**src/logic/pbs_pkg.sv**
```systemverilog
package pbs_pkg;

   // opcodes as they arrive on the serial input
   localparam logic [7:0] OP_COPY_B1 = 8'h53;
   localparam logic [7:0] OP_COPY_B2 = 8'h55;
   localparam logic [7:0] OP_CHECK_B1 = 8'h60;
   localparam logic [7:0] OP_CHECK_B2 = 8'h61;
   localparam logic [7:0] OP_REWRITE_B1 = 8'h58;
   localparam logic [7:0] OP_REWRITE_B2 = 8'h59;
   localparam logic [7:0] OP_STATUS = 8'hd7;

   // command framing: one opcode byte, three address bytes
   localparam logic [5:0] BITS_OPCODE = 6'h08;
   localparam logic [5:0] BITS_COMMAND = 6'h20;

   // page index position inside the 24-bit address
   localparam int PAGE_W = 12;
   localparam int PAGE_LSB_STD = 10;
   localparam int PAGE_LSB_BIN = 9;

   // status byte one layout
   localparam int S1_READY = 7;
   localparam int S1_MISMATCH = 6;
   localparam int S1_DENSITY_LSB = 2;
   localparam int S1_PROTECT = 1;
   localparam int S1_PAGE_BIN = 0;
   // status byte two layout, bits 6 and 4 stay zero
   localparam int S2_READY = 7;
   localparam int S2_FAULT = 5;
   localparam int S2_LOCK_OK = 3;
   localparam int S2_PS2 = 2;
   localparam int S2_PS1 = 1;
   localparam int S2_ERASE_HALT = 0;

   // density code, value is arbitrary
   localparam logic [3:0] DENSITY_CODE = 4'h5;

   // self-timed durations in microseconds, counts at 20 MHz
   localparam int CLK_MHZ = 20;
   localparam int COPY_DURATION_US = 200;
   localparam int CHECK_DURATION_US = 200;
   localparam int REFRESH_DURATION_US = 25000;
   localparam int COPY_CYC = COPY_DURATION_US * CLK_MHZ;
   localparam int CHECK_CYC = CHECK_DURATION_US * CLK_MHZ;
   localparam int REFRESH_CYC = REFRESH_DURATION_US * CLK_MHZ;
   localparam int TMR_W = 20;

   typedef enum logic [1:0] {
      ST_IDLE = 2'b00,
      ST_COPY = 2'b01,
      ST_CHECK = 2'b10,
      ST_REWRITE = 2'b11
   } pbs_state_e;

   // array engine operation codes
   typedef enum logic [1:0] {
      AOP_NONE = 2'b00,
      AOP_COPY = 2'b01,
      AOP_CHECK = 2'b10,
      AOP_REWRITE = 2'b11
   } pbs_aop_e;

   typedef struct packed {
      logic sck_m, sck_s, sck_p;
      logic cs_m, cs_s, cs_p;
      logic si_m, si_s;
   } pbs_sync_s;

   // chip select idles deasserted (high)
   localparam pbs_sync_s SYNC_RST = '{1'b0, 1'b0, 1'b0, 1'b1, 1'b1, 1'b1, 1'b0, 1'b0};

   typedef struct packed {
      pbs_state_e state;
      logic [TMR_W-1:0] tmr;
      logic [5:0] bitcnt;
      logic [31:0] cmd_sh;
      logic stat;
      logic [3:0] scnt;
      logic [6:0] so_sh;
      logic so;
      logic so_oe;
      logic mismatch;
      logic fault;
      logic arr_go;
      pbs_aop_e arr_op;
      logic arr_buf;
      logic [PAGE_W-1:0] arr_page;
   } pbs_seq_s;

   localparam pbs_seq_s SEQ_RST = '0;

endpackage

```
**src/logic/pbs_link_if.sv**
```systemverilog
`timescale 1ns/1ps
// synchronised serial-link events shared between front end and sequencer
interface pbs_link_if;
   logic sck_rise;
   logic sck_fall;
   logic cs_on;
   logic cs_end;
   logic si_bit;
   modport src (output sck_rise, sck_fall, cs_on, cs_end, si_bit);
   modport dst (input sck_rise, sck_fall, cs_on, cs_end, si_bit);
endinterface

```
**src/logic/pbs_seq.sv**
```systemverilog
`timescale 1ns/1ps
module pbs_seq import pbs_pkg::*; #(
   parameter int REWRITE_CYC = REFRESH_CYC // rewrite time, shorten in simulation
) (
   input wire logic ref_clk, // 20 MHz core clock
   input wire logic rst, // async reset, active high
   input wire logic cs_n, // serial chip select, active low
   input wire logic sck, // serial clock
   input wire logic si, // serial data in
   output logic so_o, // serial data out value
   output logic so_oe, // serial data out drive enable
   input wire logic page_bin, // 1 = 512-byte binary pages
   input wire logic protect_on, // sector protection enabled
   input wire logic lock_cmd_allowed, // lockdown command still enabled
   input wire logic buf1_prog_suspended, // program suspended using buffer one
   input wire logic buf2_prog_suspended, // program suspended using buffer two
   input wire logic erase_halted_flag, // some erase is suspended
   input wire logic ext_busy, // other self-timed operation running
   input wire logic ext_fault_we, // other program/erase finished
   input wire logic ext_fault_val, // its outcome, 1 = failed
   input wire logic arr_mismatch, // compare engine: page differs
   input wire logic arr_fault, // program engine: rewrite failed
   output logic arr_go, // one-cycle start to array engine
   output pbs_aop_e arr_op, // operation being started
   output logic arr_buf, // 0 = buffer one, 1 = buffer two
   output logic [PAGE_W-1:0] arr_page, // page index to operate on
   output logic erase_program_fault, // status: last program or erase failed
   output logic busy // any self-timed operation running
);

   pbs_link_if lnk ();

   pbs_pin_sync u_sync (
      .ref_clk(ref_clk),
      .rst(rst),
      .cs_n(cs_n),
      .sck(sck),
      .si(si),
      .lnk(lnk)
   );

   pbs_seq_s q;
   pbs_seq_s d;

   logic [7:0] opcode;
   logic [23:0] addr;
   logic ready;
   logic [7:0] stat_one;
   logic [7:0] stat_two;
   logic [7:0] stat_byte;
   logic launch;
   pbs_aop_e req_op;
   logic req_buf;
   logic blocked;

   // page index from the address field in either size mode
   function automatic logic [PAGE_W-1:0] page_of(input logic [23:0] a, input logic bin);
      logic [PAGE_W-1:0] p;
      if (bin) begin
         p = a[PAGE_LSB_BIN +: PAGE_W];
      end else begin
         p = a[PAGE_LSB_STD +: PAGE_W];
      end
      return p;
   endfunction

   // operation named by an opcode, none for anything else
   function automatic pbs_aop_e op_of(input logic [7:0] op);
      pbs_aop_e r;
      r = AOP_NONE;
      if (op == OP_COPY_B1 || op == OP_COPY_B2) begin
         r = AOP_COPY;
      end
      if (op == OP_CHECK_B1 || op == OP_CHECK_B2) begin
         r = AOP_CHECK;
      end
      if (op == OP_REWRITE_B1 || op == OP_REWRITE_B2) begin
         r = AOP_REWRITE;
      end
      return r;
   endfunction

   // buffer chosen by an opcode: the three B2 opcodes pick buffer two, all others buffer one
   function automatic logic buf_of(input logic [7:0] op);
      logic b;
      b = (op == OP_COPY_B2) || (op == OP_CHECK_B2) || (op == OP_REWRITE_B2);
      return b;
   endfunction

   assign opcode = q.cmd_sh[31:24];
   assign addr = q.cmd_sh[23:0];

   // ready whenever neither this block nor the rest of the device runs
   assign busy = (q.state != ST_IDLE) | ext_busy;
   assign ready = ~busy;

   // status bytes are built live so every byte carries fresh values
   always_comb begin
      stat_one = 8'h00;
      stat_one[S1_READY] = ready;
      stat_one[S1_MISMATCH] = q.mismatch;
      stat_one[S1_DENSITY_LSB +: 4] = DENSITY_CODE;
      stat_one[S1_PROTECT] = protect_on;
      stat_one[S1_PAGE_BIN] = page_bin;
   end

   // bits 6 and 4 stay at their cleared value
   always_comb begin
      stat_two = 8'h00;
      stat_two[S2_READY] = ready;
      stat_two[S2_FAULT] = q.fault;
      stat_two[S2_LOCK_OK] = lock_cmd_allowed;
      stat_two[S2_PS2] = buf2_prog_suspended;
      stat_two[S2_PS1] = buf1_prog_suspended;
      stat_two[S2_ERASE_HALT] = erase_halted_flag;
   end

   // second half of each 16-bit cycle sends byte two
   assign stat_byte = q.scnt[3] ? stat_two : stat_one;

   // command decode at select release: full command, exactly four bytes
   always_comb begin
      req_op = op_of(opcode);
      req_buf = buf_of(opcode);
      blocked = 1'b0;
      // compare only reads the buffer, so suspension does not block it
      if (req_op == AOP_COPY || req_op == AOP_REWRITE) begin
         blocked = req_buf ? buf2_prog_suspended : buf1_prog_suspended;
      end
      launch = lnk.cs_end && !q.stat && (q.bitcnt == BITS_COMMAND) &&
               (req_op != AOP_NONE) && !busy && !blocked;
   end

   // next-state logic for the whole sequencer
   always_comb begin
      d = q;
      d.arr_go = 1'b0;

      // command shifter: bits taken on sck rise while selected
      if (lnk.cs_on && lnk.sck_rise && !q.stat) begin
         d.cmd_sh = {q.cmd_sh[30:0], lnk.si_bit};
         if (q.bitcnt != 6'h3f) begin
            d.bitcnt = q.bitcnt + 6'h01;
         end
         // status read needs only the opcode, and is taken while busy too
         if (q.bitcnt == BITS_OPCODE - 6'h01 && {q.cmd_sh[6:0], lnk.si_bit} == OP_STATUS) begin
            d.stat = 1'b1;
            d.scnt = 4'h0;
            d.so_oe = 1'b1;
         end
      end

      // status stream: next bit put out on each sck fall
      if (q.stat && lnk.cs_on && lnk.sck_fall) begin
         if (q.scnt[2:0] == 3'h0) begin
            // latch a fresh byte at each byte boundary
            d.so = stat_byte[7];
            d.so_sh = stat_byte[6:0];
         end else begin
            d.so = q.so_sh[6];
            d.so_sh = {q.so_sh[5:0], 1'b0};
         end
         d.scnt = q.scnt + 4'h1; // wraps from byte two back to byte one
      end

      // select release ends any transfer, even mid-byte
      if (lnk.cs_end || !lnk.cs_on) begin
         d.stat = 1'b0;
         d.so_oe = 1'b0;
         d.scnt = 4'h0;
      end
      if (lnk.cs_end) begin
         d.bitcnt = 6'h00;
      end

      // self-timed operations
      unique case (q.state)
         ST_IDLE: begin
            if (launch) begin
               d.arr_go = 1'b1;
               d.arr_op = req_op;
               d.arr_buf = req_buf;
               d.arr_page = page_of(addr, page_bin);
               unique case (req_op)
                  AOP_COPY: begin
                     d.state = ST_COPY;
                     d.tmr = TMR_W'(COPY_CYC - 1);
                  end
                  AOP_CHECK: begin
                     d.state = ST_CHECK;
                     d.tmr = TMR_W'(CHECK_CYC - 1);
                  end
                  AOP_REWRITE: begin
                     d.state = ST_REWRITE;
                     d.tmr = TMR_W'(REWRITE_CYC - 1);
                  end
                  AOP_NONE: begin
                     d.state = ST_IDLE;
                  end
               endcase
            end
         end
         ST_COPY: begin
            if (q.tmr == '0) begin
               d.state = ST_IDLE;
            end else begin
               d.tmr = q.tmr - TMR_W'(1);
            end
         end
         ST_CHECK: begin
            if (q.tmr == '0) begin
               // result lands only when the compare is complete
               d.mismatch = arr_mismatch;
               d.state = ST_IDLE;
            end else begin
               d.tmr = q.tmr - TMR_W'(1);
            end
         end
         ST_REWRITE: begin
            if (q.tmr == '0) begin
               // rewrite is a program, so its outcome updates the fault flag
               d.fault = arr_fault;
               d.state = ST_IDLE;
            end else begin
               d.tmr = q.tmr - TMR_W'(1);
            end
         end
      endcase

      // other program/erase results; aborted ones never report here
      if (ext_fault_we) begin
         d.fault = ext_fault_val;
      end
   end

   always_ff @(posedge ref_clk or posedge rst) begin
      if (rst) begin
         q <= SEQ_RST;
      end else begin
         q <= d;
      end
   end

   // outputs straight from flops
   assign so_o = q.so;
   assign so_oe = q.so_oe;
   assign arr_go = q.arr_go;
   assign arr_op = q.arr_op;
   assign arr_buf = q.arr_buf;
   assign arr_page = q.arr_page;
   assign erase_program_fault = q.fault;

endmodule

```
**src/logic/pbs_pin_sync.sv**
```systemverilog
`timescale 1ns/1ps
module pbs_pin_sync import pbs_pkg::*; (
   input wire logic ref_clk, // 20 MHz core clock
   input wire logic rst, // async reset, active high
   input wire logic cs_n, // chip select pin, active low
   input wire logic sck, // serial clock pin
   input wire logic si, // serial data in pin
   pbs_link_if.src lnk // synchronised events
);

   pbs_sync_s q;
   pbs_sync_s d;

   // two flops per pin, then a third stage on sck and cs_n for edge detection
   always_comb begin
      d = q;
      d.sck_m = sck;
      d.sck_s = q.sck_m;
      d.sck_p = q.sck_s;
      d.cs_m = cs_n;
      d.cs_s = q.cs_m;
      d.cs_p = q.cs_s;
      d.si_m = si;
      d.si_s = q.si_m;
   end

   always_ff @(posedge ref_clk or posedge rst) begin
      if (rst) begin
         q <= SYNC_RST;
      end else begin
         q <= d;
      end
   end

   // only second and third stages feed logic
   assign lnk.sck_rise = q.sck_s & ~q.sck_p;
   assign lnk.sck_fall = ~q.sck_s & q.sck_p;
   assign lnk.cs_on = ~q.cs_s;
   assign lnk.cs_end = q.cs_s & ~q.cs_p;
   assign lnk.si_bit = q.si_s;

endmodule

```
**config.mk**
```make
export PLATFORM = sky130hd
export DESIGN_NAME = pbs_seq
export DESIGN_NICKNAME = d
export VERILOG_FILES = /design/src/logic/pbs_pkg.sv /design/src/logic/pbs_link_if.sv /design/src/logic/pbs_seq.sv /design/src/logic/pbs_pin_sync.sv
export SDC_FILE = /design/constraint.sdc
export NUM_CORES = 1
export LEC_CHECK = 0
export BUFFER_PORTS_ARGS = -buffer_cell sky130_fd_sc_hd__buf_2
export CORE_ASPECT_RATIO = 0.7
export CORE_MARGIN = 5
export CORE_UTILIZATION = 60
export DETAILED_ROUTE_END_ITERATION = 10
export GPL_ROUTABILITY_DRIVEN = 0
export PLACE_DENSITY = 0.81
export SLEW_MARGIN = 10
export SYNTH_ARGS = -nofsm -noshare
export SYNTH_HDL_FRONTEND = slang
export SYNTH_SLANG_ARGS = --single-unit
```
**constraint.sdc**
```tcl
create_clock -name ref_clk -period 3.4 [get_ports ref_clk]
set_input_delay 0.51 -clock ref_clk [delete_from_list [all_inputs] [get_ports ref_clk]]
set_output_delay 0.51 -clock ref_clk [all_outputs]
set_load 0.05 [all_outputs]
```
* Word-level counts from Yosys, hierarchy flattened *
Index checks and enable logic that the tools add are counted.

word-level totals
  word-level logic and storage cells = 127
  latch bits = 0
  memories kept = 0
  memory bits (read-only) = 0
  input port bits = 16
  flip-flop bits (word level) = 100
  RAM bits = 0

cells by class
  add/sub/neg operators = 3
  $lt $le $gt $ge = 0
  divide/modulo/power cells = 0
  equality and inequality tests = 20
  multiply operators = 0
  mux-type cells = 28
  shifts and indexed selects = 0
  reduce and logical (&&, ||, !) cells = 44
  bitwise operators = 9

operators with widths
  cell                   count
  $eq 8x7->1 const B     6
  $pmux 22 s2            1
  $mux 43                1
  $pmux 20 s2            1
  $mux 16                2
  $mux 12                2
  $mux 22                1
  $logic_not 20->1       1
  $mux 20                1
  $sub 20x1->20 const B  1
  $reduce_bool 2->1      8
  $reduce_and 2->1       7
  $mux 6                 2
  $logic_and 1x1->1      10
  $mux 5                 2
  $mux 1                 9
  $eq 2x2->1 const B     4
  $eq 8x8->1 const B     1
  $mux 8                 1
  $pmux 2 s4             1
  $logic_or 1x1->1       7
  $mux 7                 1
  $add 6x1->6 const B    1
  $eq 6x3->1 const B     1
  other kinds (18)       32

* Logic depth before layout (Yosys ltp) *
Gate-level depths: netlist of run 1.

  word-level depth = 12
  depth in mapped cells = 10
  mapped depth without buffers = 9

* Hierarchy *
From an unflattened synthesis of run 1, not the netlist that was laid out.

second synthesis, totals
  cell total of the unflattened synthesis = 461
  area total of the unflattened synthesis = 5026.1 sq um

by module, submodules not included
  module        area an instance (sq um)  sequential area each (sq um)  cells each  instances
  pbs_seq       4793.3                    2302.2                        448         1
  pbs_pin_sync  232.7                     203.9                         13          1

* Least setup slack after synthesis of run 1 *
OpenSTA, ideal clock, no wires.

  path kind = register to register
  start = register q, in the netlist opcode[3]
  end = register q[81] (netlist name)
  path slack = 0.888 ns
  stages on the path, launching flop included = 10
  required time = 3.267 ns
  arrival = 2.379 ns
  library setup time = 0.133 ns
  period minus slack after synthesis = 2.512 ns
  cells stage by stage = dfrtp_1 > or3b_2 > a21oi_1 > inv_1 > ha_1 > nor4_4 > o21a_1 > a21o_1 > buf_2 > a22oi_1

between the ends
  elaborated cells between the ends (all ways) = 32
  classes of those cells = eq/ne: 11; mux: 8; reduce/logical: 13

RTL lines
  item                                             RTL line                        source
  start: declaration                               pbs_seq.sv:42                   pbs_seq_s q;
  start signal: assignment                         pbs_seq.sv:238                  q <= SEQ_RST;
  start signal: assignment                         pbs_seq.sv:240                  q <= d;
  $eq 8x7->1                                       pbs_seq.sv:74                   if (op == OP_CHECK_B1 || op == OP_CHECK_B2) begin
  $logic_or 1x1->1                                 pbs_seq.sv:74
  $mux 2                                           pbs_seq.sv:74
  $mux 2 (*)                                       pbs_seq.sv:77                   if (op == OP_REWRITE_B1 || op == OP_REWRITE_B2) begin
  net req_op[1]                                    pbs_seq.sv:52                   pbs_aop_e req_op;
  $eq 2x1->1 / $eq 2x2->1 (equally long branches)  pbs_seq.sv:127, pbs_seq.sv:184
  $logic_or 1x1->1                                 pbs_seq.sv:127                  if (req_op == AOP_COPY || req_op == AOP_REWRITE) begin
  $mux 1                                           pbs_seq.sv:127
  $logic_not 1->1                                  pbs_seq.sv:131                  (req_op != AOP_NONE) && !busy && !blocked;
  $logic_and 1x1->1                                pbs_seq.sv:131
  $ne 2x2->1 (no source line)                      -
  $reduce_and 3->1 (no source line)                -

The timed path passes the listed nets; every way through them passes the cells marked *. The select of a mux whose other input is x is not followed.
A chain may end at the register's enable or synchronous reset.

* Final worst setup path of run 1 *
  start = register q, in the netlist opcode[3]
  end = register q[76] (netlist name)

between the ends
  elaborated cells between the ends (all ways) = 29
  classes of those cells = eq/ne: 11; mux: 5; reduce/logical: 13

RTL lines
  item                                             RTL line
  $eq 8x7->1                                       pbs_seq.sv:74
  $logic_or 1x1->1                                 pbs_seq.sv:74
  $mux 2                                           pbs_seq.sv:74
  $mux 2 (*)                                       pbs_seq.sv:77
  net req_op[1]                                    pbs_seq.sv:52
  $eq 2x1->1 / $eq 2x2->1 (equally long branches)  pbs_seq.sv:127, pbs_seq.sv:184
  $logic_or 1x1->1                                 pbs_seq.sv:127
  $mux 1                                           pbs_seq.sv:127
  $logic_not 1->1                                  pbs_seq.sv:131
  $logic_and 1x1->1                                pbs_seq.sv:131
  $ne 2x2->1 (no source line)                      -
  $reduce_and 3->1 (no source line) (*)            -

The timed path passes the listed nets; every way through them passes the cells marked *.

==> results by stage, run 1 <==
Placement:
- Port buffering added 35 buffers.
- At the placement stage, the worst setup path has a slack of 572 ps.
- The half-perimeter wire length after detailed placement is 6740 um.

Power:
- The leakage power summed over all cells is 2.43 nW.
- The largest voltage drop on the vdd net is 454 uV.
- Power spread over the standard cell area amounts to 453 nW/um^2.

Logic synthesis:
- For this run, the leading register cell type out of synthesis is sky130_fd_sc_hd__dfrtp_1.
- The share of the yosys chip area belonging to registers is 0.515.
- The number of distinct library cells after synthesis is 61.
- Dividing the synthesized area by the synthesized cell count gives between 10 and 15 um^2.
- The fraction of registers with async set/reset is 1.00.
- The post-synthesis net count is 471.
- Synthesis inferred 100 register bits.
- The number of enable flip-flop cells after synthesis is 0.
- In this run the cell area of the synthesized design comes to 4860 um^2.
- The instance count of the mapped netlist is 447.
- During synthesis, Yosys emitted a total of 0 warnings.

Worst hold path:
- The launch instance of the worst min-delay path is cs_n.
- The hold path depth is 1.
- The path with the worst hold slack has its endpoint at u_sync.d[3].
- The class of the tightest hold or removal check is input pin to flip-flop.

CTS:
- At the later pin of the worst-skew pair, clock insertion delay measures 350 ps.
- After clock tree synthesis, the clock-pin slew on the worst setup and hold paths is 60 ps.
- Buffers inserted to repair hold after CTS numbered 0.
- TritonCTS built the clock tree.
- The maximum level of the CTS H-tree is 3.
- Buffers inserted during clock tree synthesis total 9.
- Clock tree synthesis selected as its root buffer the cell sky130_fd_sc_hd__clkbuf_16.
- The post-CTS repair timing setup buffer count is 0.
- The clock net in this run drives a total of 100 sinks.
- The clock passes through at most 2 buffers.
- The number of resized instances in the post-cts repair step is 0.

STA:
- The clock skew after layout is roughly 7.7 ps.
- The relative slew slack is 0.469.
- The number of hold violations in the final report is 0.
- The maximum operating frequency is around 0.34 GHz.
- The ratio of final minimum period to clock period is 0.869.
- The smallest clock period supported by the final layout is computed as between 2000 and 3000 ps.
- Setup total negative slack on the finished layout was measured at 0 ps.
- The number of max-slew violations in the final report is 0.
- The final worst-path setup slack is 447 ps.
- The worst-margin pin slew is 796 ps.
- The final setup violation count is 0.
- Setup repair after global routing left no endpoint under its margin.

Setup path:
- The class of the most critical setup path is flip-flop to flip-flop.
- STA classifies the critical path startpoint as a flip-flop.
- The slack of the worst reg-to-reg path is 450 ps.
- Of all nets on the critical path, the largest fanout is 12.
- For the worst setup path, the data required time is 3600 ps.
- The critical path arrival is 3150 ps.
- The end of the worst register-to-register path is q[76].
- The worst register-to-register path has a depth of 8.
- The worst setup path is captured at a flip-flop.
- The startpoint identified for the worst register-to-register timing path is opcode[3].

Route:
- The detail route stage leaves a number of antenna-violating nets equal to 0.
- The number of design-rule violations left by the first detailed-router iteration is about 310.
- The first TritonRoute pass finished after 5 iterations.
- The total routed wirelength is 9670 um.
- After detailed routing, the number of remaining DRC violations is 0.
- The average wire length per cell after detail routing is 16.9 um.
- The total via count in the routed design is 3,400.
- In the routed layout, each cell is associated on average with a via count of a little under 6.

Die:
- The die outline area is about 10,000 um^2.
- The core area is 7870 um^2.
- In this run the vertical extent of the chip is 85.3 um.
- Measured along the x axis, the die boundary spans roughly 120 um.
- The effective utilization at floorplan is 0.618.
- The floorplan has 27 rows.
- The number of I/O pins is 36.

GRT:
- The global-route wire length before repair is about 17,000 um.
- The total congestion overflow is 0.
- The number of global-route vias before repair is 3,357.
- The total track usage is 0.205.
- Entering global routing, the biggest net connects 67 pins.
- The initial antenna violation count came to 0.

Layout:
- The most common cell after layout, fill and taps aside is sky130_fd_sc_hd__dfrtp_1.
- Counting the fill cells in the layout gives between 500 and 600.
- The relative area change from synthesis to final layout is 9.29%.
- In the layout the commonest cells are 97 x sky130_fd_sc_hd__dfrtp_1, 38 x sky130_fd_sc_hd__a21oi_1, 35 x sky130_fd_sc_hd__nand2_1, 35 x sky130_fd_sc_hd__buf_2, 33 x sky130_fd_sc_hd__mux2_2.
- After the last flow step, the layout net total stands at 491.
- The repair_antennas step left the layout with diodes totalling 0.
- The fraction of layout instances using a drive strength above 1 is 0.233.

Outcome:
- The run finished with clean final reports.

Flow run:
- The number of maximum-capacitance violations is 0.
==> critical path, cell delays in order (launching register included) <==
cell and delay (ps):
sky130_fd_sc_hd__dfrtp_1 460, sky130_fd_sc_hd__or3b_2 470, sky130_fd_sc_hd__a21oi_1 400, sky130_fd_sc_hd__inv_1 90, sky130_fd_sc_hd__ha_1 220, sky130_fd_sc_hd__nor4_4 320
sky130_fd_sc_hd__o21a_1 250, sky130_fd_sc_hd__a21o_1 420, sky130_fd_sc_hd__a31oi_1 170
==> area by class of cell <==
| class | count | area [um^2] | share of cell area |
|---|---|---|---|
| Multi-Input combinational cell | 300 | 2120 | 0.398 |
| Sequential cell | 100 | 2510 | 0.472 |
| Inverter | 14 | 55.1 | 0.0104 |
| Clock buffer | 11 | 233 | 0.0438 |
| Timing Repair Buffer | 42 | 240 | 0.0452 |
| Tap cell | 101 | 126 | 0.0238 |
| Clock inverter | 5 | 36.3 | 0.00683 |
==> worst max path at each step <==
| stage | start | end | slack (ps) | depth (start not counted) |
|---|---|---|---|---|
| 2_1_floorplan | rst | addr[0] | 280 | 1 |
| 3_3_place_gp | opcode[3] | q[81] | 730 | 8 |
| 3_5_place_dp | opcode[3] | q[81] | 570 | 8 |
| 4_1_cts | opcode[3] | q[81] | 500 | 8 |
| 5_1_grt | opcode[3] | q[81] | 250 | 8 |
| 6_report | opcode[3] | q[76] | 450 | 8 |
==> kinds of logic after synthesis <==
family	share of synthesized area
buffers and inverters	0.0510
and+or+nand+nor	0.148
xor gates and xnor gates	0.0144
DFF	0.515
adders and majority gates	0.0206
muxes	0.119
AOI/OAI and AO/OA	0.132
==> metal layers <==
| layer | global-route usage | vias to the layer above | wire [um] |
|---|---|---|---|
| li1 | - | 1636 | - |
| met1 | 0.284 | 1656 | 4570 |
| met2 | 0.313 | 98 | 4450 |
| met3 | 0.0680 | 10 | 547 |
| met4 | 0.0563 | 0 | 99 |
| met5 | 0 | - | 0 |
==> sequential cells by signal (all words and copies together) (netlist names) <==
signal and cells:
so_o 1, u_sync.q 2, erase_program_fault 1, u_sync.d 5, arr_buf 1, addr 24, so_oe 1, arr_page 12
opcode 8, q 41, arr_go 1, u_sync.lnk.si_bit 1, arr_op 2
==> power by group <==
group	switching, mW	leakage, nW	internal [mW]
clock	0.434	0.134	0.499
combinational	0.102	1.06	0.0742
sequential	0.0423	1.24	1.25
==> cell usage after synthesis (all sizes together), types with 2 or more instances <==
cell | number | area (um^2)
o21ai | 17 | 85.1
a21oi | 39 | 199
buf | 19 | 143
mux2 | 36 | 417
dfrtp | 97 | 2430
dfstp | 3 | 78.8
nand3b | 2 | 15.0
nor2b | 7 | 43.8
o21a | 3 | 22.5
or2 | 2 | 12.5
o211ai | 2 | 15.0
inv | 14 | 52.6
nand2 | 35 | 131
nor4 | 6 | 71.3
and3 | 2 | 12.5
nand4 | 4 | 25.0
ha | 8 | 100
or3 | 2 | 12.5
o31ai | 7 | 66.3
xnor2 | 2 | 17.5
nor4b | 2 | 23.8
o41ai | 6 | 52.6
clkbuf | 14 | 52.6
nand3 | 15 | 75.1
or4b | 2 | 20.0
a41oi | 2 | 17.5
a32o | 2 | 20.0
a22o | 4 | 35.0
nor3b | 3 | 22.5
a22oi | 2 | 15.0
a31oi | 10 | 62.6
nor3 | 8 | 51.3
xor2 | 6 | 52.6
mux2i | 16 | 160
and2 | 3 | 18.8
nor2 | 34 | 138
==> per-stage QoR <==
stage               cell area [um^2]  utilization  total power [mW]  hold WS [ps]  cells
finish                          5310        0.675              2.40           257    573
floorplan                       4860            -              1.45           331    447
detailed placement              5040        0.641              1.50           336    557
global placement                5040        0.641              1.49           334    557
CTS                             5310        0.675              2.43           247    573
global route                    5310        0.675              2.52           235    573
Power figures use the tool's default switching activity.
==> inputs of run 2 (changes only) <==
--- a/config.mk
+++ b/config.mk
@@ -8,10 +8,10 @@
 export BUFFER_PORTS_ARGS = -buffer_cell sky130_fd_sc_hd__buf_2
 export CORE_ASPECT_RATIO = 0.7
 export CORE_MARGIN = 5
-export CORE_UTILIZATION = 60
+export CORE_UTILIZATION = 65
 export DETAILED_ROUTE_END_ITERATION = 10
 export GPL_ROUTABILITY_DRIVEN = 0
-export PLACE_DENSITY = 0.81
+export PLACE_DENSITY = 0.85
 export SLEW_MARGIN = 10
 export SYNTH_ARGS = -nofsm -noshare
 export SYNTH_HDL_FRONTEND = slang
==> constraint.sdc (replaced) <==
create_clock -name ref_clk -period 3.75 [get_ports ref_clk]
set_input_delay 0.5625 -clock ref_clk [delete_from_list [all_inputs] [get_ports ref_clk]]
set_output_delay 0.5625 -clock ref_clk [all_outputs]
set_load 0.05 [all_outputs]
==> run 2 against run 1 <==
Effect of this change:
- sequential share of layout area increased by 1.0 points
- utilization grew 3.9 points
- flip-flop and latch count did not move
- first-iteration DRC count shrank 0.64%
- hold slack better by 23 ps
- worst setup slack better by 130 ps
- routed wire length fell by 1.3%
- critical path type unchanged
- critical endpoint is now arr_buf
- largest cell class unchanged
- highest routed layer unchanged
==> results by stage, run 2 (synthesis gave the netlist of run 1 again) <==
CTS:
- The CTS tree is built.
- The post-CTS repair timing setup buffer count is 0 (unchanged).
- The number of resized instances in the post-cts repair step is 0 (unchanged).
- The total CTS buffers was 9 (unchanged).
- The post-CTS clock slew at the launch and capture registers of the worst setup and hold paths is 90 ps (+30 ps).
- The maximum level of the CTS H-tree is 3 (unchanged).
- The deepest clock path buffer count is 2 (unchanged).
- The hold buffer count at cts is 0 (unchanged).
- The count of clock tree sinks came to 100 (unchanged).
- The tree is rooted in a sky130_fd_sc_hd__clkbuf_8.
- The clock latency at the later pin of the worst-skew pair is 370 ps (+20 ps).

Setup path:
- The critical path arrival is 3430 ps (+280 ps).
- STA classifies the critical path endpoint as a flip-flop.
- The buffer and inverter count on the worst path came to 2 (+1).
- The kind of launch point of the worst setup path is a flip-flop.
- The maximum single-stage delay on the critical path is 650 ps (+180 ps).
- In this design, the largest share of critical-path delay is due to simple AND/OR/NAND/NOR gates.
- The worst-path maximum fanout is 18 (+6).
- The critical path goes through or3b_2 > a21oi_1 > inv_1 > ha_1 > nor4_4 > buf_4 > and2_1 > mux2_4.
- The slowest stage of the critical path belongs to the cell sky130_fd_sc_hd__and2_1.
- The worst setup path is of the flip-flop to flip-flop kind.
- The required arrival time at the worst endpoint is 4010 ps (+410 ps).

GRT:
- The global-route wire length before repair was 16,700 um (-0.70%).
- The number of global-route vias before repair came to 3,442 (+2.5%).
- The largest net degree at the start of global routing is 58 (-13%).
- The initial antenna violation count was 0 (unchanged).
- The total track usage is 0.228 (+0.0230).
- The total congestion overflow came to 0 (unchanged).

Route:
- The detailed-route vias per instance came to 6.14 (+3.5%).
- The wire length on met3 was 568 um (+3.8%).
- The post-detailed-route DRC marker count was 0 (unchanged).
- The number of routed nets with antenna violations is 0 (unchanged).
- The average wire length per cell after detail routing is 16.8 um (-0.42%).
- The number of design-rule violations left by the first detailed-router iteration is 311 (-0.64%).
- The met1 wire length is 4360 um (-4.6%).
- The total routed wirelength is 9540 um (-1.3%).
- The total length of routed met2 wires is 4460 um (+0.34%).
- The total via count in the routed design is 3,487 (+2.6%).
- The number of optimization iterations in the first detailed-route pass is 5 (unchanged).
- The top layer reached by signal wires is met4.

Layout:
- The count of antenna diodes in the layout was 0 (unchanged).
- The final cell utilization of the core was 0.714 (+0.0385).
- From synthesis to final layout, the design area changed by 6.95%.
- The top register by number of flip-flops is q.
- The library cells used most frequently in the layout, excluding fill and tap cells, are 97 x sky130_fd_sc_hd__dfrtp_1, 38 x sky130_fd_sc_hd__a21oi_1, 35 x sky130_fd_sc_hd__nand2_1, 35 x sky130_fd_sc_hd__buf_2, 33 x sky130_fd_sc_hd__mux2_2.
- The library cell used most frequently in the layout, excluding fill and tap cells, is sky130_fd_sc_hd__dfrtp_1.
- The post-layout net count is 490 (-0.20%).
- The flip-flop count of the largest register, all copies and words added is 41 (unchanged).
- The fraction of layout instances using a drive strength above 1 was 0.234 (+0.000992).

Die:
- The effective utilization at floorplan is 0.667 (+0.0495).
- The horizontal extent of the die was 113 um (-3.6%).
- The die outline area came to 9340 um^2 (-6.9%).
- The number of I/O pins came to 36 (unchanged).
- The core area is 7290 um^2 (-7.4%).
- The die span in y is 82.4 um (-3.5%).
- The site row count was 26 (-3.7%).

Power:
- The internal power component came to 1.45 mW (-20%).
- The net switching power was 0.526 mW (-9.0%).
- The leakage power summed over all cells was 2.38 nW (-2.4%).
- The relative contribution of the clock network to total power came to 0.325 (-0.063).
- The switching share of power came to 0.266 (+0.0254).
- The part of the total power dissipated in combinational logic is 0.081 (+0.008).
- The largest voltage drop on the vdd net was 297 uV (-35%).
- The power per unit of standard cell area was 381 nW/um^2 (-16%).
- The post-layout total power is 1.98 mW (-18%).
- The fraction of power consumed by sequential logic is 0.593 (+0.054).

STA:
- The ratio of final minimum period to clock period is 0.847 (-0.0219).
- Setup repair after global routing left no endpoint under its margin.
- The number of max-slew violations in the final report is 0 (unchanged).
- The number of hold violations in the final report is 0 (unchanged).
- The final worst-path setup slack is 575 ps (+128 ps).
- The final-layout setup total negative slack was 0 ps (unchanged).
- The relative slew slack is 0.185 (-0.284).
- The clock skew after layout was 11.6 ps (+3.82 ps).
- The final worst hold slack is 280 ps (+22.9 ps).
- The worst-margin pin slew is 1210 ps (+409 ps).
- The final critical path time including I/O delays and setup is 3170 ps (+222 ps).
- The final setup violation count is 0 (unchanged).
- The maximum operating frequency came to 0.315 GHz (-7.0%).

Worst hold path:
- The class of the tightest hold or removal check is input pin to flip-flop.

Placement:
- The pre-CTS worst setup slack is 587 ps (+14.9 ps).
- The half-perimeter wire length after detailed placement is 6700 um (-0.65%).
- The number of buffer cells added on primary ports is 35 (unchanged).

Flow run:
- The number of maximum-capacitance violations is 0 (unchanged).

Outcome:
- The flow ran to the end, and the final reports show no timing, DRC or antenna violations.
==> run 2: metrics by stage <==
stage | std cells | area, um^2
floorplan | 447 | 4860
global placement | 553 | 5020
detailed placement | 553 | 5020
CTS | 568 | 5200
global route | 568 | 5200
finish | 568 | 5200
==> run 2: worst paths after layout <==
kind                              from     endpoint  slack, ps  depth (start not counted)
max in group asynchronous          rst  u_sync.d[2]       2620                          3
min in group asynchronous          rst      addr[8]        290                          2
hold / removal                    cs_n  u_sync.d[3]        280                          1
hold reg to reg            u_sync.d[6]  u_sync.d[5]        360                          0
setup / recovery             opcode[3]      arr_buf        580                          8
setup reg to reg             opcode[3]      arr_buf        580                          8
==> run 2: routing by layer <==
metal	GRT usage	up-vias
met5	0	-
li1	-	1636
met1	0.309	1724
met4	0.0852	0
met3	0.0634	18
met2	0.356	109
==> run 2: layout make-up <==
class	instances	area [um^2]
fillers	547	2090
well taps	98	123
multi-input cells	300	2120
clock buffers	9	124
flip-flops and latches	100	2510
inverters	14	55.1
clock inverters	6	55.1
repair buffers	41	220
==> run 2: power groups by stage <==
| stage | Combinational, mW | Clock [mW] | Sequential [mW] |
|---|---|---|---|
| 2_1_floorplan | 0.132 | 0 | 1.19 |
| 3_3_place_gp | 0.158 | 0 | 1.19 |
| 3_5_place_dp | 0.164 | 0 | 1.20 |
| 4_1_cts | 0.164 | 0.666 | 1.18 |
| 5_1_grt | 0.178 | 0.715 | 1.18 |
| 6_report | 0.161 | 0.644 | 1.17 |
